===== src/logic/processor_hot_alert_n_pkg.sv =====
// Constants, field layout and carrier types of the processor-hot alert block.
// Assumes a single 200 MHz system clock shared by every user of this package.
`default_nettype none
package processor_hot_alert_n_pkg;

	// Clock rate and conversion of printed times into cycles.
	localparam int CLK_MHZ = 200;
	function automatic int cyc_from_us(input longint us);
		return int'(us * CLK_MHZ);
	endfunction

	// Printed times, each in its own unit.
	localparam int T_CRIT_DEG0_US = 15;
	localparam int T_CRIT_DEG1_US = 100;
	localparam int T_CRIT_DEG2_US = 400;
	localparam int T_CRIT_DEG3_US = 800;
	localparam int T_SYS_DEG_US   = 20;
	localparam int T_NOM_DEG0_MS  = 1;
	localparam int T_NOM_DEG1_MS  = 50;
	localparam int T_WIDTH0_US    = 100;
	localparam int T_WIDTH1_MS    = 1;
	localparam int T_WIDTH2_MS    = 10;
	localparam int T_WIDTH3_MS    = 5;
	localparam int US_PER_MS      = 1000;

	// Counts short enough to stay fixed.
	localparam int CRIT_DEG0_CYC = cyc_from_us(T_CRIT_DEG0_US);
	localparam int SYS_DEG_CYC   = cyc_from_us(T_SYS_DEG_US);
	localparam int CNT_W         = 24;

	// Configuration register.
	localparam logic [7:0]  CFG_ADDR  = 8'h33;
	localparam logic [15:0] CFG_RESET = 16'h4a54;
	localparam logic [15:0] CFG_WMASK = 16'hfefe;
	localparam int OVC_SEL_HI  = 15;
	localparam int OVC_SEL_LO  = 11;
	localparam int CRIT_DEG_HI = 10;
	localparam int CRIT_DEG_LO = 9;
	localparam int SYS_SEL_HI  = 7;
	localparam int SYS_SEL_LO  = 6;
	localparam int EXT_EN_BIT  = 5;
	localparam int WIDTH_HI    = 4;
	localparam int WIDTH_LO    = 3;
	localparam int CLEAR_BIT   = 2;
	localparam int NOM_DEG_BIT = 1;

	// Bits of the companion profile register that enable each source.
	localparam int PROF_W        = 7;
	localparam int PROF_CRIT_BIT = 5;
	localparam int PROF_NOM_BIT  = 4;
	localparam int PROF_SYS_BIT  = 2;

	// Over-current threshold code decode, in percent of the input current limit.
	localparam int PCT_W = 10;
	localparam logic [4:0]       OVC_CODE_FIRST     = 5'h01;
	localparam logic [4:0]       OVC_CODE_FINE_LAST = 5'h19;
	localparam logic [4:0]       OVC_CODE_COARSE    = 5'h1a;
	localparam logic [4:0]       OVC_CODE_LAST      = 5'h1e;
	localparam logic [PCT_W-1:0] PCT_FINE_BASE      = 10'h06e;
	localparam logic [PCT_W-1:0] PCT_FINE_STEP      = 10'h005;
	localparam logic [PCT_W-1:0] PCT_COARSE_BASE    = 10'h0fa;
	localparam logic [PCT_W-1:0] PCT_COARSE_STEP    = 10'h032;

	// Comparator scaling: sense*100 > lim*pct, sense*1000 > lim*pct*11, sense*10 > lim*11.
	localparam int PROD_W = 40;
	localparam logic [PROD_W-1:0] OVC_SENSE_MUL  = 40'h64;
	localparam logic [PROD_W-1:0] CRIT_SENSE_MUL = 40'h3e8;
	localparam logic [PROD_W-1:0] CRIT_LIM_MUL   = 40'hb;
	localparam logic [PROD_W-1:0] NOM_SENSE_MUL  = 40'ha;
	localparam logic [PROD_W-1:0] NOM_LIM_MUL    = 40'hb;

	// System undervoltage thresholds in mV, indexed by the two-bit select.
	localparam int VOLT_W = 16;
	localparam logic [VOLT_W-1:0] SYS_MULTI_MV [4] = '{16'h1676, 16'h1770, 16'h186a, 16'h1964};
	localparam logic [VOLT_W-1:0] SYS_ONE_MV   [4] = '{16'h0b22, 16'h0c1c, 16'h0d16, 16'h0e10};

	localparam int CUR_W = 16;

	typedef struct packed {
		logic [CUR_W-1:0]  sensed_ma;
		logic [CUR_W-1:0]  limit_ma;
		logic [VOLT_W-1:0] system_rail_mv;
		logic              one_cell;
	} sense_s;

	typedef struct packed {
		logic overcurrent;
		logic critical;
		logic nominal;
		logic undervoltage;
	} status_s;

	typedef enum logic [1:0] {ALERT_IDLE, ALERT_ACTIVE, ALERT_HELD} alert_state_e;

	function automatic logic [PCT_W-1:0] ovc_pct(input logic [4:0] code);
		logic [PCT_W-1:0] pct;
		pct = '0;
		if (code >= OVC_CODE_FIRST && code <= OVC_CODE_FINE_LAST) begin
			pct = PCT_FINE_BASE + PCT_FINE_STEP * PCT_W'(code - OVC_CODE_FIRST);
		end else if (code >= OVC_CODE_COARSE && code <= OVC_CODE_LAST) begin
			pct = PCT_COARSE_BASE + PCT_COARSE_STEP * PCT_W'(code - OVC_CODE_COARSE);
		end
		return pct;
	endfunction

endpackage
`default_nettype wire


===== src/logic/deglitch_filter.sv =====
// Level deglitch: output rises after the input has stayed high for target cycles.
// Assumes the input is already synchronous to clk_sys and target is at least one.
`default_nettype none
`timescale 1ns/100ps
module deglitch_filter
	import processor_hot_alert_n_pkg::*;
(
	// Clock and reset.
	input  wire logic             clk_sys,
	input  wire logic             rstn,
	// Filter.
	input  wire logic             level_in,
	input  wire logic [CNT_W-1:0] target,
	output logic                  level_out
);
	logic [CNT_W-1:0] cnt_reg;
	logic [CNT_W-1:0] cnt_next;
	logic             out_reg;
	logic             out_next;

	always_comb begin
		cnt_next = cnt_reg;
		out_next = out_reg;
		if (!level_in) begin
			cnt_next = '0;
			out_next = 1'b0;
		end else if (cnt_reg >= target - 1'b1) begin
			out_next = 1'b1;
		end else begin
			cnt_next = cnt_reg + 1'b1;
		end
	end

	always_ff @(posedge clk_sys or negedge rstn) begin
		if (!rstn) begin
			cnt_reg <= '0;
			out_reg <= 1'b0;
		end else begin
			cnt_reg <= cnt_next;
			out_reg <= out_next;
		end
	end

	assign level_out = out_reg;
endmodule
`default_nettype wire


===== src/logic/processor_hot_alert_config.sv =====
// Processor-hot alert: configuration register, source comparators, deglitch and pulse.
// Assumes register writes arrive from the serial front end on clk_sys, and that the
// sense values come from a converter already synchronous to clk_sys.
// Function
// - Five-bit over-current threshold in bits 15..11, percent of input current limit.
// - Codes 1..25 give 110..230% by 5%, 26..30 give 250..450% by 50%.
// - Code all-ones is out of range; that comparator never triggers.
// - Over-current threshold field resets to the 150% code.
// - Critical threshold is 110% of over-current threshold, alerts after its deglitch.
// - Bits 10..9 pick critical deglitch 15/100/400/800 us, reset 100 us.
// - System rail below threshold triggers after a fixed 20 us deglitch.
// - Bits 7..6 pick rail threshold per cell count, reset code 01.
// - With extension bit 5 set, alert stays low until clear bit written zero.
// - Without extension, pulse lasts at least 100us/1ms/10ms/5ms per bits 4..3.
// - Writing zero to clear bit ends a held alert when no trigger is live; one is idle, reset.
// - Nominal threshold is fixed 10% above the input current limit.
// - Bit 1 picks nominal deglitch 1 ms or 50 ms, reset 1 ms.
// - Bits 8 and 0 are reserved and read zero.
// - Alert disabled whenever all profile enable bits are zero.
`default_nettype none
`timescale 1ns/100ps
module processor_hot_alert_config
	import processor_hot_alert_n_pkg::*;
#(
	parameter int CRIT_DEG1_CYC = cyc_from_us(T_CRIT_DEG1_US),
	parameter int CRIT_DEG2_CYC = cyc_from_us(T_CRIT_DEG2_US),
	parameter int CRIT_DEG3_CYC = cyc_from_us(T_CRIT_DEG3_US),
	parameter int NOM_DEG0_CYC  = cyc_from_us(T_NOM_DEG0_MS * US_PER_MS),
	parameter int NOM_DEG1_CYC  = cyc_from_us(T_NOM_DEG1_MS * US_PER_MS),
	parameter int WIDTH0_CYC    = cyc_from_us(T_WIDTH0_US),
	parameter int WIDTH1_CYC    = cyc_from_us(T_WIDTH1_MS * US_PER_MS),
	parameter int WIDTH2_CYC    = cyc_from_us(T_WIDTH2_MS * US_PER_MS),
	parameter int WIDTH3_CYC    = cyc_from_us(T_WIDTH3_MS * US_PER_MS)
) (
	// Clock and reset.
	input  wire logic              clk_sys,
	input  wire logic              rstn,
	// Configuration register port.
	input  wire logic              cfg_wr_en,
	input  wire logic [15:0]       cfg_wr_data,
	output logic      [15:0]       cfg_rd_data,
	// Source enables from the profile register.
	input  wire logic [PROF_W-1:0] profile_en,
	// Sensed quantities.
	input  wire sense_s            sense,
	// Alert pin and comparator status.
	output logic                   processor_hot_alert_n,
	output status_s                status
);
	logic [15:0]      cfg_reg;
	logic [15:0]      cfg_next;
	logic             clear_evt;
	logic [PCT_W-1:0] pct;
	status_s          status_reg;
	status_s          status_next;
	logic [CNT_W-1:0] deg_target [3];
	logic             deg_in     [3];
	logic             deg_out    [3];
	logic [CNT_W-1:0] crit_target;
	logic [CNT_W-1:0] nom_target;
	logic [CNT_W-1:0] width_cyc;
	logic [VOLT_W-1:0] sys_thr;
	logic             alert_on;
	logic             trig;
	alert_state_e     state_reg;
	alert_state_e     state_next;
	logic [CNT_W-1:0] width_cnt_reg;
	logic [CNT_W-1:0] width_cnt_next;
	logic             alert_n_reg;
	logic             alert_n_next;

	// Register: reserved bits never store; a zero on the clear bit is taken as a
	// one-shot command, and the bit reads back as idle one cycle later.
	assign clear_evt = cfg_wr_en && !cfg_wr_data[CLEAR_BIT];
	always_comb begin
		cfg_next = cfg_reg;
		cfg_next[CLEAR_BIT] = 1'b1;
		if (cfg_wr_en) begin
			cfg_next = cfg_wr_data & CFG_WMASK;
		end
	end

	always_ff @(posedge clk_sys or negedge rstn) begin
		if (!rstn) begin
			cfg_reg <= CFG_RESET;
		end else begin
			cfg_reg <= cfg_next;
		end
	end

	// Comparators, registered to keep the wide products off the deglitch path.
	assign pct = ovc_pct(cfg_reg[OVC_SEL_HI:OVC_SEL_LO]);
	always_comb begin
		sys_thr = sense.one_cell ? SYS_ONE_MV[cfg_reg[SYS_SEL_HI:SYS_SEL_LO]]
		                         : SYS_MULTI_MV[cfg_reg[SYS_SEL_HI:SYS_SEL_LO]];
		status_next.overcurrent = (pct != '0) &&
			(PROD_W'(sense.sensed_ma) * OVC_SENSE_MUL >
			 PROD_W'(sense.limit_ma) * PROD_W'(pct));
		status_next.critical = (pct != '0) &&
			(PROD_W'(sense.sensed_ma) * CRIT_SENSE_MUL >
			 PROD_W'(sense.limit_ma) * PROD_W'(pct) * CRIT_LIM_MUL);
		status_next.nominal = PROD_W'(sense.sensed_ma) * NOM_SENSE_MUL >
			PROD_W'(sense.limit_ma) * NOM_LIM_MUL;
		status_next.undervoltage = sense.system_rail_mv < sys_thr;
	end

	always_ff @(posedge clk_sys or negedge rstn) begin
		if (!rstn) begin
			status_reg <= '0;
		end else begin
			status_reg <= status_next;
		end
	end

	// Deglitch and width selects.
	always_comb begin
		unique case (cfg_reg[CRIT_DEG_HI:CRIT_DEG_LO])
			2'h0: crit_target = CNT_W'(CRIT_DEG0_CYC);
			2'h1: crit_target = CNT_W'(CRIT_DEG1_CYC);
			2'h2: crit_target = CNT_W'(CRIT_DEG2_CYC);
			2'h3: crit_target = CNT_W'(CRIT_DEG3_CYC);
		endcase
		nom_target = cfg_reg[NOM_DEG_BIT] ? CNT_W'(NOM_DEG1_CYC) : CNT_W'(NOM_DEG0_CYC);
		unique case (cfg_reg[WIDTH_HI:WIDTH_LO])
			2'h0: width_cyc = CNT_W'(WIDTH0_CYC);
			2'h1: width_cyc = CNT_W'(WIDTH1_CYC);
			2'h2: width_cyc = CNT_W'(WIDTH2_CYC);
			2'h3: width_cyc = CNT_W'(WIDTH3_CYC);
		endcase
	end

	assign deg_in[0]     = status_reg.critical;
	assign deg_in[1]     = status_reg.nominal;
	assign deg_in[2]     = status_reg.undervoltage;
	assign deg_target[0] = crit_target;
	assign deg_target[1] = nom_target;
	assign deg_target[2] = CNT_W'(SYS_DEG_CYC);

	for (genvar i = 0; i < 3; i++) begin : g_deglitch
		deglitch_filter u_filter (
			.clk_sys   (clk_sys),
			.rstn      (rstn),
			.level_in  (deg_in[i]),
			.target    (deg_target[i]),
			.level_out (deg_out[i])
		);
	end

	assign alert_on = |profile_en;
	assign trig = alert_on && ((deg_out[0] && profile_en[PROF_CRIT_BIT]) ||
	                           (deg_out[1] && profile_en[PROF_NOM_BIT]) ||
	                           (deg_out[2] && profile_en[PROF_SYS_BIT]));

	// Alert sequencer. A trigger in the same cycle as a clear keeps the alert held,
	// so no event is lost to a racing host write.
	always_comb begin
		state_next     = state_reg;
		width_cnt_next = width_cnt_reg;
		unique case (state_reg)
			ALERT_IDLE: begin
				if (trig) begin
					state_next     = cfg_reg[EXT_EN_BIT] ? ALERT_HELD : ALERT_ACTIVE;
					width_cnt_next = width_cyc - 1'b1;
				end
			end
			ALERT_ACTIVE: begin
				if (cfg_reg[EXT_EN_BIT]) begin
					state_next = ALERT_HELD;
				end else if (trig) begin
					width_cnt_next = width_cyc - 1'b1;
				end else if (width_cnt_reg == '0) begin
					state_next = ALERT_IDLE;
				end else begin
					width_cnt_next = width_cnt_reg - 1'b1;
				end
			end
			ALERT_HELD: begin
				if (clear_evt && !trig) begin
					state_next = ALERT_IDLE;
				end
			end
			default: begin
				state_next = ALERT_IDLE;
			end
		endcase
		if (!alert_on) begin
			state_next = ALERT_IDLE;
		end
		alert_n_next = (state_next == ALERT_IDLE);
	end

	always_ff @(posedge clk_sys or negedge rstn) begin
		if (!rstn) begin
			state_reg     <= ALERT_IDLE;
			width_cnt_reg <= '0;
			alert_n_reg   <= 1'b1;
		end else begin
			state_reg     <= state_next;
			width_cnt_reg <= width_cnt_next;
			alert_n_reg   <= alert_n_next;
		end
	end

	assign cfg_rd_data           = cfg_reg;
	assign status                = status_reg;
	assign processor_hot_alert_n = alert_n_reg;

	// Helper for the width check: length of the current low pulse, saturating.
	logic [CNT_W-1:0] low_len_reg;
	always_ff @(posedge clk_sys or negedge rstn) begin
		if (!rstn) begin
			low_len_reg <= '0;
		end else if (alert_n_reg) begin
			low_len_reg <= '0;
		end else if (low_len_reg != '1) begin
			low_len_reg <= low_len_reg + 1'b1;
		end
	end

	chk_reserved_zero: assert property (@(posedge clk_sys) disable iff (!rstn)
		!cfg_rd_data[8] && !cfg_rd_data[0])
		else $error("reserved bits read nonzero");
	chk_clear_restore: assert property (@(posedge clk_sys) disable iff (!rstn)
		clear_evt |=> !cfg_rd_data[CLEAR_BIT] ##1 (cfg_rd_data[CLEAR_BIT] || $past(clear_evt)))
		else $error("clear bit did not return to idle");
	chk_profile_off: assert property (@(posedge clk_sys) disable iff (!rstn)
		!(|profile_en) |=> processor_hot_alert_n)
		else $error("alert active with all profile bits off");
	chk_trigger_alert: assert property (@(posedge clk_sys) disable iff (!rstn)
		trig |=> !processor_hot_alert_n)
		else $error("trigger did not pull alert low");
	chk_min_width: assert property (@(posedge clk_sys) disable iff (!rstn)
		$rose(processor_hot_alert_n) && $past(alert_on) && $past(state_reg) == ALERT_ACTIVE
		|-> $past(low_len_reg) >= $past(width_cyc) - 1'b1)
		else $error("alert pulse shorter than selected width");
	chk_held_clear: assert property (@(posedge clk_sys) disable iff (!rstn)
		state_reg == ALERT_HELD && alert_on && !clear_evt |=> !processor_hot_alert_n)
		else $error("held alert released without clear");
	chk_ovc_ignored: assert property (@(posedge clk_sys) disable iff (!rstn)
		cfg_reg[OVC_SEL_HI:OVC_SEL_LO] == '1 |=> !status.overcurrent && !status.critical)
		else $error("out-of-range threshold code triggered");
	chk_nominal_cmp: assert property (@(posedge clk_sys) disable iff (!rstn)
		$past(rstn) |-> status.nominal == $past(PROD_W'(sense.sensed_ma) * NOM_SENSE_MUL >
			PROD_W'(sense.limit_ma) * NOM_LIM_MUL))
		else $error("nominal comparator mismatch");
	chk_crit_deglitch: assert property (@(posedge clk_sys) disable iff (!rstn)
		$rose(deg_out[0]) |-> $past(status_reg.critical) && crit_target != '0)
		else $error("critical deglitch rose without a held comparator");
	cov_pulse_done: cover property (@(posedge clk_sys) disable iff (!rstn)
		state_reg == ALERT_ACTIVE ##1 state_reg == ALERT_IDLE);
	cov_held_cleared: cover property (@(posedge clk_sys) disable iff (!rstn)
		state_reg == ALERT_HELD && clear_evt && !trig);
	cov_clear_race: cover property (@(posedge clk_sys) disable iff (!rstn)
		state_reg == ALERT_HELD && clear_evt && trig);
endmodule
`default_nettype wire


===== config.mk =====
export PLATFORM = sky130hd
export DESIGN_NAME = processor_hot_alert_config
export DESIGN_NICKNAME = d
export VERILOG_FILES = /design/src/logic/processor_hot_alert_n_pkg.sv /design/src/logic/deglitch_filter.sv /design/src/logic/processor_hot_alert_config.sv
export SDC_FILE = /design/constraint.sdc
export NUM_CORES = 1
export LEC_CHECK = 0
export ABC_AREA = 1
export BUFFER_PORTS_ARGS = -buffer_cell sky130_fd_sc_hd__buf_2
export CORE_UTILIZATION = 30
export DETAILED_ROUTE_END_ITERATION = 6
export MAX_ROUTING_LAYER = met4
export PLACE_DENSITY = 0.5
export SYNTH_ARGS = -nofsm -noshare
export SYNTH_HDL_FRONTEND = slang
export SYNTH_SLANG_ARGS = --single-unit

===== constraint.sdc =====
create_clock -name clk_sys -period 11.5 [get_ports clk_sys]
set_input_delay 2.3 -clock clk_sys [delete_from_list [all_inputs] [get_ports clk_sys]]
set_output_delay 2.3 -clock clk_sys [all_outputs]
set_load 0.05 [all_outputs]

Yosys cells after proc, flatten, opt, wreduce, memory -nomap -nowiden
Index checks and enable logic that the tools add are counted.
- reduce and logical (&&, ||, !) cells: 23
- shifts and indexed selects: 0
- div/mod/pow operators: 0
- bitwise operators: 1
- equal/unequal tests: 17
- mux-type cells: 38
- $mul: 8
- order comparisons: 12
- add/subtract/negate cells: 11
- operator list (cell ; count):
    $mux 24 ; 11
    $pmux 24 s4 ; 2
    $sub 24x1->24 const B ; 4
    $mux 16 ; 5
    $add 24x1->24 const B ; 3
    $bmux 16 s2 ; 2
    $ge 24x24->1 ; 2
    $pmux 24 s2 ; 1
    $gt 26x30->1 ; 1
    $mul 26x4->30 const B ; 1
    $gt 23x26->1 ; 1
    $mul 16x10->26 ; 1
    $ge 24x12->1 const B ; 1
    $logic_not 24->1 ; 1
    $mul 16x7->23 const B ; 1
    $mul 16x5->21 const B ; 1
    $gt 20x20->1 ; 1
    $mul 16x4->20 const B ; 1
    $mux 10 ; 2
    $mul 16x3->19 const B ; 1
    $lt 16x16->1 ; 1
    $mux 2 ; 7
    $add 7x10->10 const A ; 1
    $add 8x10->10 const A ; 1
    25 further kinds ; 57
- memories kept: 0
- output and inout port bits: 21
- logic and storage cells: 125
- bits of input ports: 75
- flip-flop bits (word level): 120
- ROM bits: 0
- bits in writable memories: 0
- latch bits: 0

Logic depth before layout (Yosys ltp)
Gate-level depths: netlist (run 1).
- depth in word-level cells: 10
- mapped depth: 64
- mapped depth without buffers: 63

Cells and area by module
From an unflattened synthesis (run 1), not the netlist that was laid out.
- cell total of the unflattened synthesis: 4017
- area total of the unflattened synthesis: 28269.6 um^2
- by module, submodules not included (module ; area each (um^2) ; cells each ; instances):
    processor_hot_alert_config ; 19459.9 ; 2600 ; 1
    deglitch_filter at g_deglitch[0].u_filter ... ; 2915.3 ; 468 ; 2
    deglitch_filter at g_deglitch[2].u_filter ; 2979.1 ; 481 ; 1

Least setup slack after synthesis (run 1)
No wires, ideal clock.
- path kind: register to register
- start point: register cfg_reg[12], in the netlist cfg_rd_data[12]
- end point: register status_reg (netlist bit status[2])
- arrival: 10.977 ns
- setup slack: 0.409 ns
- stages on the path, launching flop included: 53
- buffers on the path: 0
- cells stage by stage: dfrtp_1 -> inv_1 -> ha_1 -> xnor2_1 -> ha_1 -> ha_1 -> fa_1 -> ha_1 -> xor2_1 -> nand2_1 -> o21ai_0 -> nand3_1 -> a21oi_2 -> clkinv_1 -> nor2_1 -> fa_1 -> inv_1 -> fa_1 -> [17 not listed] -> fa_1 -> inv_1 -> ha_1 -> a21oi_1 -> o21ai_0 -> a21oi_1 -> inv_1 -> a31oi_1 -> xor2_1 -> ha_1 -> a21oi_1 -> nor2_1 -> a2111oi_0 -> nand2_1 -> nand2_1 -> nand2_1 -> nand2_1 -> nor2_1
- RTL lines (item ; RTL line ; source):
    start, declared ; processor_hot_alert_config.sv:50 ; logic [15:0] cfg_reg;
    start signal, assigned ; processor_hot_alert_config.sv:87 ; cfg_reg <= cfg_next;
    end signal, assigned ; processor_hot_alert_config.sv:111 ; status_reg <= status_next;
    end, declared ; processor_hot_alert_config.sv:54 ; status_s status_reg;

==> results of run 1 <==
-- logic make-up after synthesis --
logic type | Yosys count | share of synthesized area
buf+inv | 737 | 0.117
mux | 1 | 0.000419
xor+xnor | 143 | 0.0535
flops | 120 | 0.126
other cells | 2 | 0.000314
simple gates | 1102 | 0.196
fa+ha+maj | 635 | 0.401
compound gates | 439 | 0.105
-- cell usage after synthesis (4+ instances only) --
library cell,number
a211oi_1,5
a21boi_0,4
a21o_1,8
a21oi_1,187
a21oi_2,6
a31o_2,4
a31oi_1,13
buf_2,5
buf_4,5
clkbuf_1,25
clkinv_1,8
dfrtp_1,113
dfstp_2,7
fa_1,218
ha_1,417
inv_1,679
inv_2,12
nand2_1,555
nand2_2,11
nand3_1,124
nand3b_1,7
nand4_1,44
nor2_1,265
nor2_2,7
nor3_1,47
nor3_2,5
nor4_1,20
o211ai_1,8
o21a_1,8
o21ai_0,125
o21ai_1,11
o21bai_1,12
o31ai_1,25
xnor2_1,49
xor2_1,92
-- timing repair --
action                                  4_1_cts  5_1_grt
resized for setup                             5      122
endpoints found under the setup margin        1        1
pin swaps                                     3       33
setup buffers                                 0       10
cloned                                        0        0
-- metal layers --
metal | track usage | vias to the layer above
met5 | - | -
met4 | 0.0243 | 0
met3 | 0.00778 | 34
met2 | 0.265 | 237
met1 | 0.229 | 9785
li1 | - | 10500
-- critical path, delay by kind of cell (launching register included) --
family | cells | cell delay [ns]
fa+ha+maj | 14 | 5.53
compound gates | 8 | 1.04
buf+inv | 15 | 1.24
xor+xnor | 3 | 0.44
flops | 1 | 0.39
simple gates | 18 | 2.18
-- layout make-up --
class | count | area (µm²)
fill | 8543 | 51300
antenna | 1 | 2.50
clock buffer | 17 | 425
multi-input combinational | 2323 | 18700
sequential | 120 | 3010
tap | 1050 | 1310
inverter | 699 | 2620
clock inverter | 15 | 191
timing repair buffer | 194 | 1250
-- worst max path at each step --
stage / startpoint / cells past startpoint / slack (ns) / endpoint
4_1_cts: cfg_rd_data[12] / 64 / 0.03 / status[2]
3_3_place_gp: cfg_rd_data[12] / 61 / -0.03 / status[2]
5_1_grt: cfg_rd_data[12] / 62 / -0.05 / status[2]
6_report: cfg_rd_data[12] / 58 / 0.50 / status[2]
3_5_place_dp: cfg_rd_data[12] / 61 / -0.05 / status[2]
2_1_floorplan: cfg_rd_data[12] / 52 / 0.41 / status[2]
-- through the flow --
step | worst slack [ns] | utilization | instance area, µm² | cells
after floorplan | 0.409 | - | 23900 | 3180
after global placement | -0.0314 | 0.332 | 26200 | 4376
after detailed placement | -0.0494 | 0.332 | 26200 | 4376
after CTS | 0.0273 | 0.340 | 26900 | 4408
after global routing | -0.0538 | 0.349 | 27500 | 4418
final | 0.505 | 0.349 | 27500 | 4419
==> out/results.txt, run 1 <==
Seq/Total Area, Yosys -> 0.126
Max reg flops -> 72
Top FF cell, synth -> dfrtp_1
First-pass DRT Iterations -> 7
Routed vias -> 20500
PortBufs -> 90
Slowest stage delay, CP -> 0.56 ns
Routed WL per cell -> 14.3 µm
Largest net degree at the start of global routing -> 62
Slew headroom -> 0.383
Root buf cell -> clkbuf_16
Distinct cells, synth -> 66
CP Class -> register to register
First-pass GRT wire length -> 105000 µm
Starting Density -> 0.303
Min-Delay Path Class -> register to register
Clock Path Buffers -> 2
Post-synth top area cell -> ha_1
Vias per cell -> 4.64
Clk slew on worst S/H paths -> 0.06 ns
RR Startpoint -> cfg_rd_data[12]
CTS Hold Buffers Added -> 0
Worst Hold Endpoint -> g_deglitch[2].u_filter.cnt_reg[20]
Max layer used -> met4
Vias in the first global route -> 20300
Routed wl met3 -> 1450 µm
Crit end category -> register
Ys Warns -> 0
Most frequent cells in the layout -> 673 x inv_1, 538 x nand2_1, 395 x ha_1
DRT Wirelength -> 63200 µm
Post-synth top area share -> 0.218
Min cycle time layout -> 11.00 ns
Reg2Reg Setup Slack -> 0.50 ns
Die height -> 284 µm
Area grow syn2layout -> 15.2%
CP dominant cell by count -> inv_1
Die Wd -> 284 µm
CP arrival -> 11.32 ns
DR iter-0 viols -> 992
Final setup fails -> 0
Period utilisation layout -> 0.956
Die area -> 0.0808 mm²
CTS tree -> built
Ys async rst share -> 1.00
ANT nets after route -> 0
Critical path peak fanout -> 6
Hold wc startpoint -> g_deglitch[2].u_filter.cnt_reg[20]
Slew Viols, Final -> 0
Core box area -> 0.0789 mm²
Slew @ Worst Pin -> 0.923 ns
GRT Util Overall -> 0.163
CP Data Required Time -> 11.82 ns
Clock Latency Late Sink -> 0.43 ns
Failing checks -> design-rule violations
Syn_area_per_cell -> 7.52 µm²
R2R Path End -> status[2]
Fmax -> 0.0909 GHz
Hold depth -> 2
Reg2Reg Depth -> 58
Synth area leaders -> ha_1 22%, fa_1 18%, dfrtp_1 12%
Post-route DRC violation count -> 1
Status -> finished with violations
GRT overflow -> 0
Setup TNS -> 0 ns
Cells after Synth -> 3179
Gpl congestion -> 0.870
Commonest non-fill, non-tap cell in the layout -> inv_1
Post-DP HPWL -> 53700 µm
Mapped Area -> 0.0239 mm²
# IOs -> 96
Sink Count -> 120
Initial antenna violation count -> 6
Final Net Count -> 4065
H-tree depth -> 4
Final Hold Viols -> 0
Met1 WL -> 31800 µm
Share of layout cells above drive strength 1 -> 0.117
Worst hold slack -> 0.463 ns
Register bit total from synthesis -> 120
Slowest-stage cell, CP -> fa_1
Maxcap violations -> 0
Worst Skew -> 0.00675 ns
CP Launch Type -> register
Met2 WL -> 29500 µm
Standard-cell rows -> 103
CTS buffer count -> 17
Number of flops mapped to enable cells by yosys -> 0
Power of run 1 is left out: the tool's default activity adds up to more than one toggle a clock period on the data nets, which glitch-free logic cannot reach.
==> run 2: changes to the inputs <==
- PLACE_DENSITY: 0.5 -> 0.54
==> out/results.txt, run 2 (synthesis gave the netlist of run 1 again) <==
Status -> finished, final reports clean (was finished with violations)
Commonest non-fill, non-tap cell in the layout -> inv_1 (unchanged)
# IOs -> 96 (unchanged)
Setup WS pre-CTS -> 0.0601 ns (was -0.0494 ns)
Share of layout cells above drive strength 1 -> 0.109 (was 0.117)
Routed vias -> 20600 (was 20500)
Final setup fails -> 0 (unchanged)
CP Data Required Time -> 11.81 ns (was 11.82 ns)
CTS buffer count -> 17 (unchanged)
Standard-cell rows -> 103 (unchanged)
Slowest-stage cell, CP -> fa_1 (unchanged)
First-pass DRT Iterations -> 6 (was 7)
Crit end category -> register (unchanged)
Clock Path Buffers -> 2 (unchanged)
Slew Viols, Final -> 0 (unchanged)
Vias in the first global route -> 20100 (was 20300)
Worst Skew -> 0.00720 ns (was 0.00675 ns)
RR Startpoint -> cfg_rd_data[12] (unchanged)
Maxcap violations -> 0 (unchanged)
Sink Count -> 120 (unchanged)
Area grow syn2layout -> 14.6% (was 15.2%)
DR iter-0 viols -> 1080 (was 992)
Core box area -> 0.0789 mm² (unchanged)
Hold wc startpoint -> g_deglitch[2].u_filter.cnt_reg[20] (unchanged)
Gpl congestion -> 0.870 (about the same)
Reg2Reg Depth -> 56 (was 58)
First-pass GRT wire length -> 102000 µm (was 105000 µm)
Slew @ Worst Pin -> 1.04 ns (was 0.923 ns)
Worst Hold Endpoint -> g_deglitch[2].u_filter.cnt_reg[20] (unchanged)
Max reg flops -> 72 (unchanged)
Die area -> 0.0808 mm² (unchanged)
H-tree depth -> 4 (unchanged)
Die height -> 284 µm (unchanged)
PnR worst setup slack -> 0.592 ns (was 0.505 ns)
CP arrival -> 11.22 ns (was 11.32 ns)
Critical path peak fanout -> 6 (unchanged)
Min cycle time layout -> 10.91 ns (was 11.00 ns)
Fill cells -> 8450 (was 8543)
DRT Wirelength -> 61900 µm (was 63200 µm)
Die Wd -> 284 µm (unchanged)
Final core utilization -> 0.347 (was 0.349)
Slowest stage delay, CP -> 0.54 ns (was 0.56 ns)
CTS tree -> built (unchanged)
Hold depth -> 2 (unchanged)
Largest net degree at the start of global routing -> 72 (was 62)
Starting Density -> 0.303 (unchanged)
Final Net Count -> 4069 (was 4065)
Slew headroom -> 0.302 (was 0.383)
R2R Path End -> status[2] (unchanged)
CP dominant cell by count -> inv_1 (unchanged)
CP Launch Type -> register (unchanged)
GRT Util Overall -> 0.158 (was 0.163)
Routed WL per cell -> 14.0 µm (was 14.3 µm)
Clk slew on worst S/H paths -> 0.05 ns (was 0.06 ns)
PortBufs -> 90 (unchanged)
Most frequent cells in the layout -> 676 x inv_1, 548 x nand2_1, 398 x ha_1 (was 673 x inv_1, 538 x nand2_1, 395 x ha_1)
GRT overflow -> 0 (unchanged)
Clock Latency Late Sink -> 0.42 ns (was 0.43 ns)
Post-route DRC violation count -> 0 (was 1)
Fmax -> 0.0917 GHz (was 0.0909 GHz)
Final Hold Viols -> 0 (unchanged)
Period utilisation layout -> 0.949 (was 0.956)
Post-DP HPWL -> 52400 µm (was 53700 µm)
Root buf cell -> clkbuf_16 (unchanged)
Vias per cell -> 4.64 (about the same)
CTS Hold Buffers Added -> 0 (unchanged)
ANT nets after route -> 0 (unchanged)
Reg2Reg Setup Slack -> 0.59 ns (was 0.50 ns)
Initial antenna violation count -> 8 (was 6)
CP Class -> register to register (unchanged)
Min-Delay Path Class -> register to register (unchanged)
==> run 2: repair_timing <==
item | CTS | global route
gates resized for setup | 0 | 95
setup buffers | 0 | 9
endpoints found under the setup margin | 0 | 1
==> run 2: worst max-delay path by stage <==
stage	startpoint	to	slack, ns	cells after the start
floorplan	cfg_rd_data[12]	status[2]	0.41	52
global placement	cfg_rd_data[12]	status[2]	0.09	59
detailed placement	cfg_rd_data[12]	status[2]	0.06	52
CTS	cfg_rd_data[12]	status[2]	0.01	51
global route	cfg_rd_data[12]	status[2]	-0.05	66
finish	cfg_rd_data[12]	status[2]	0.59	56
==> run 2: metal layers <==
layer	GRT usage	wire [µm]	vias up
li1	-	-	10500
met1	0.213	30300	9707
met2	0.257	28600	319
met3	0.0181	2230	39
met4	0.0281	730	0
met5	-	0	-
==> run 2: critical path, delay by kind of cell, from the launching register on <==
kind	cells	cell delay (ns)
simple gates	17	2.05
flops	1	0.38
xor+xnor	3	0.51
buf+inv	17	1.61
compound gates	5	0.67
fa+ha+maj	14	5.54
==> run 2: through the flow <==
stage	cell area, µm²	setup TNS, ns	hold slack, ns	instances
after CTS	26800	0	0.470	4412
after global placement	26200	0	0.449	4381
after global routing	27400	-0.0453	0.493	4428
after floorplan	23900	0	0.433	3180
final	27400	0	0.466	4428
after detailed placement	26200	0	0.453	4381
==> run 2: cell type report <==
class                           count  area (µm²)  area share
Multi-Input combinational cell   2323       18600       0.678
Sequential cell                   120        3010       0.110
Clock buffer                       21         460      0.0168
Antenna cell                        7        17.5    0.000639
Clock inverter                     10         103     0.00375
Tap cell                         1050        1310      0.0480
Inverter                          699        2620      0.0958
Timing Repair Buffer              198        1290      0.0470
Power of run 2 is left out for the same reason.
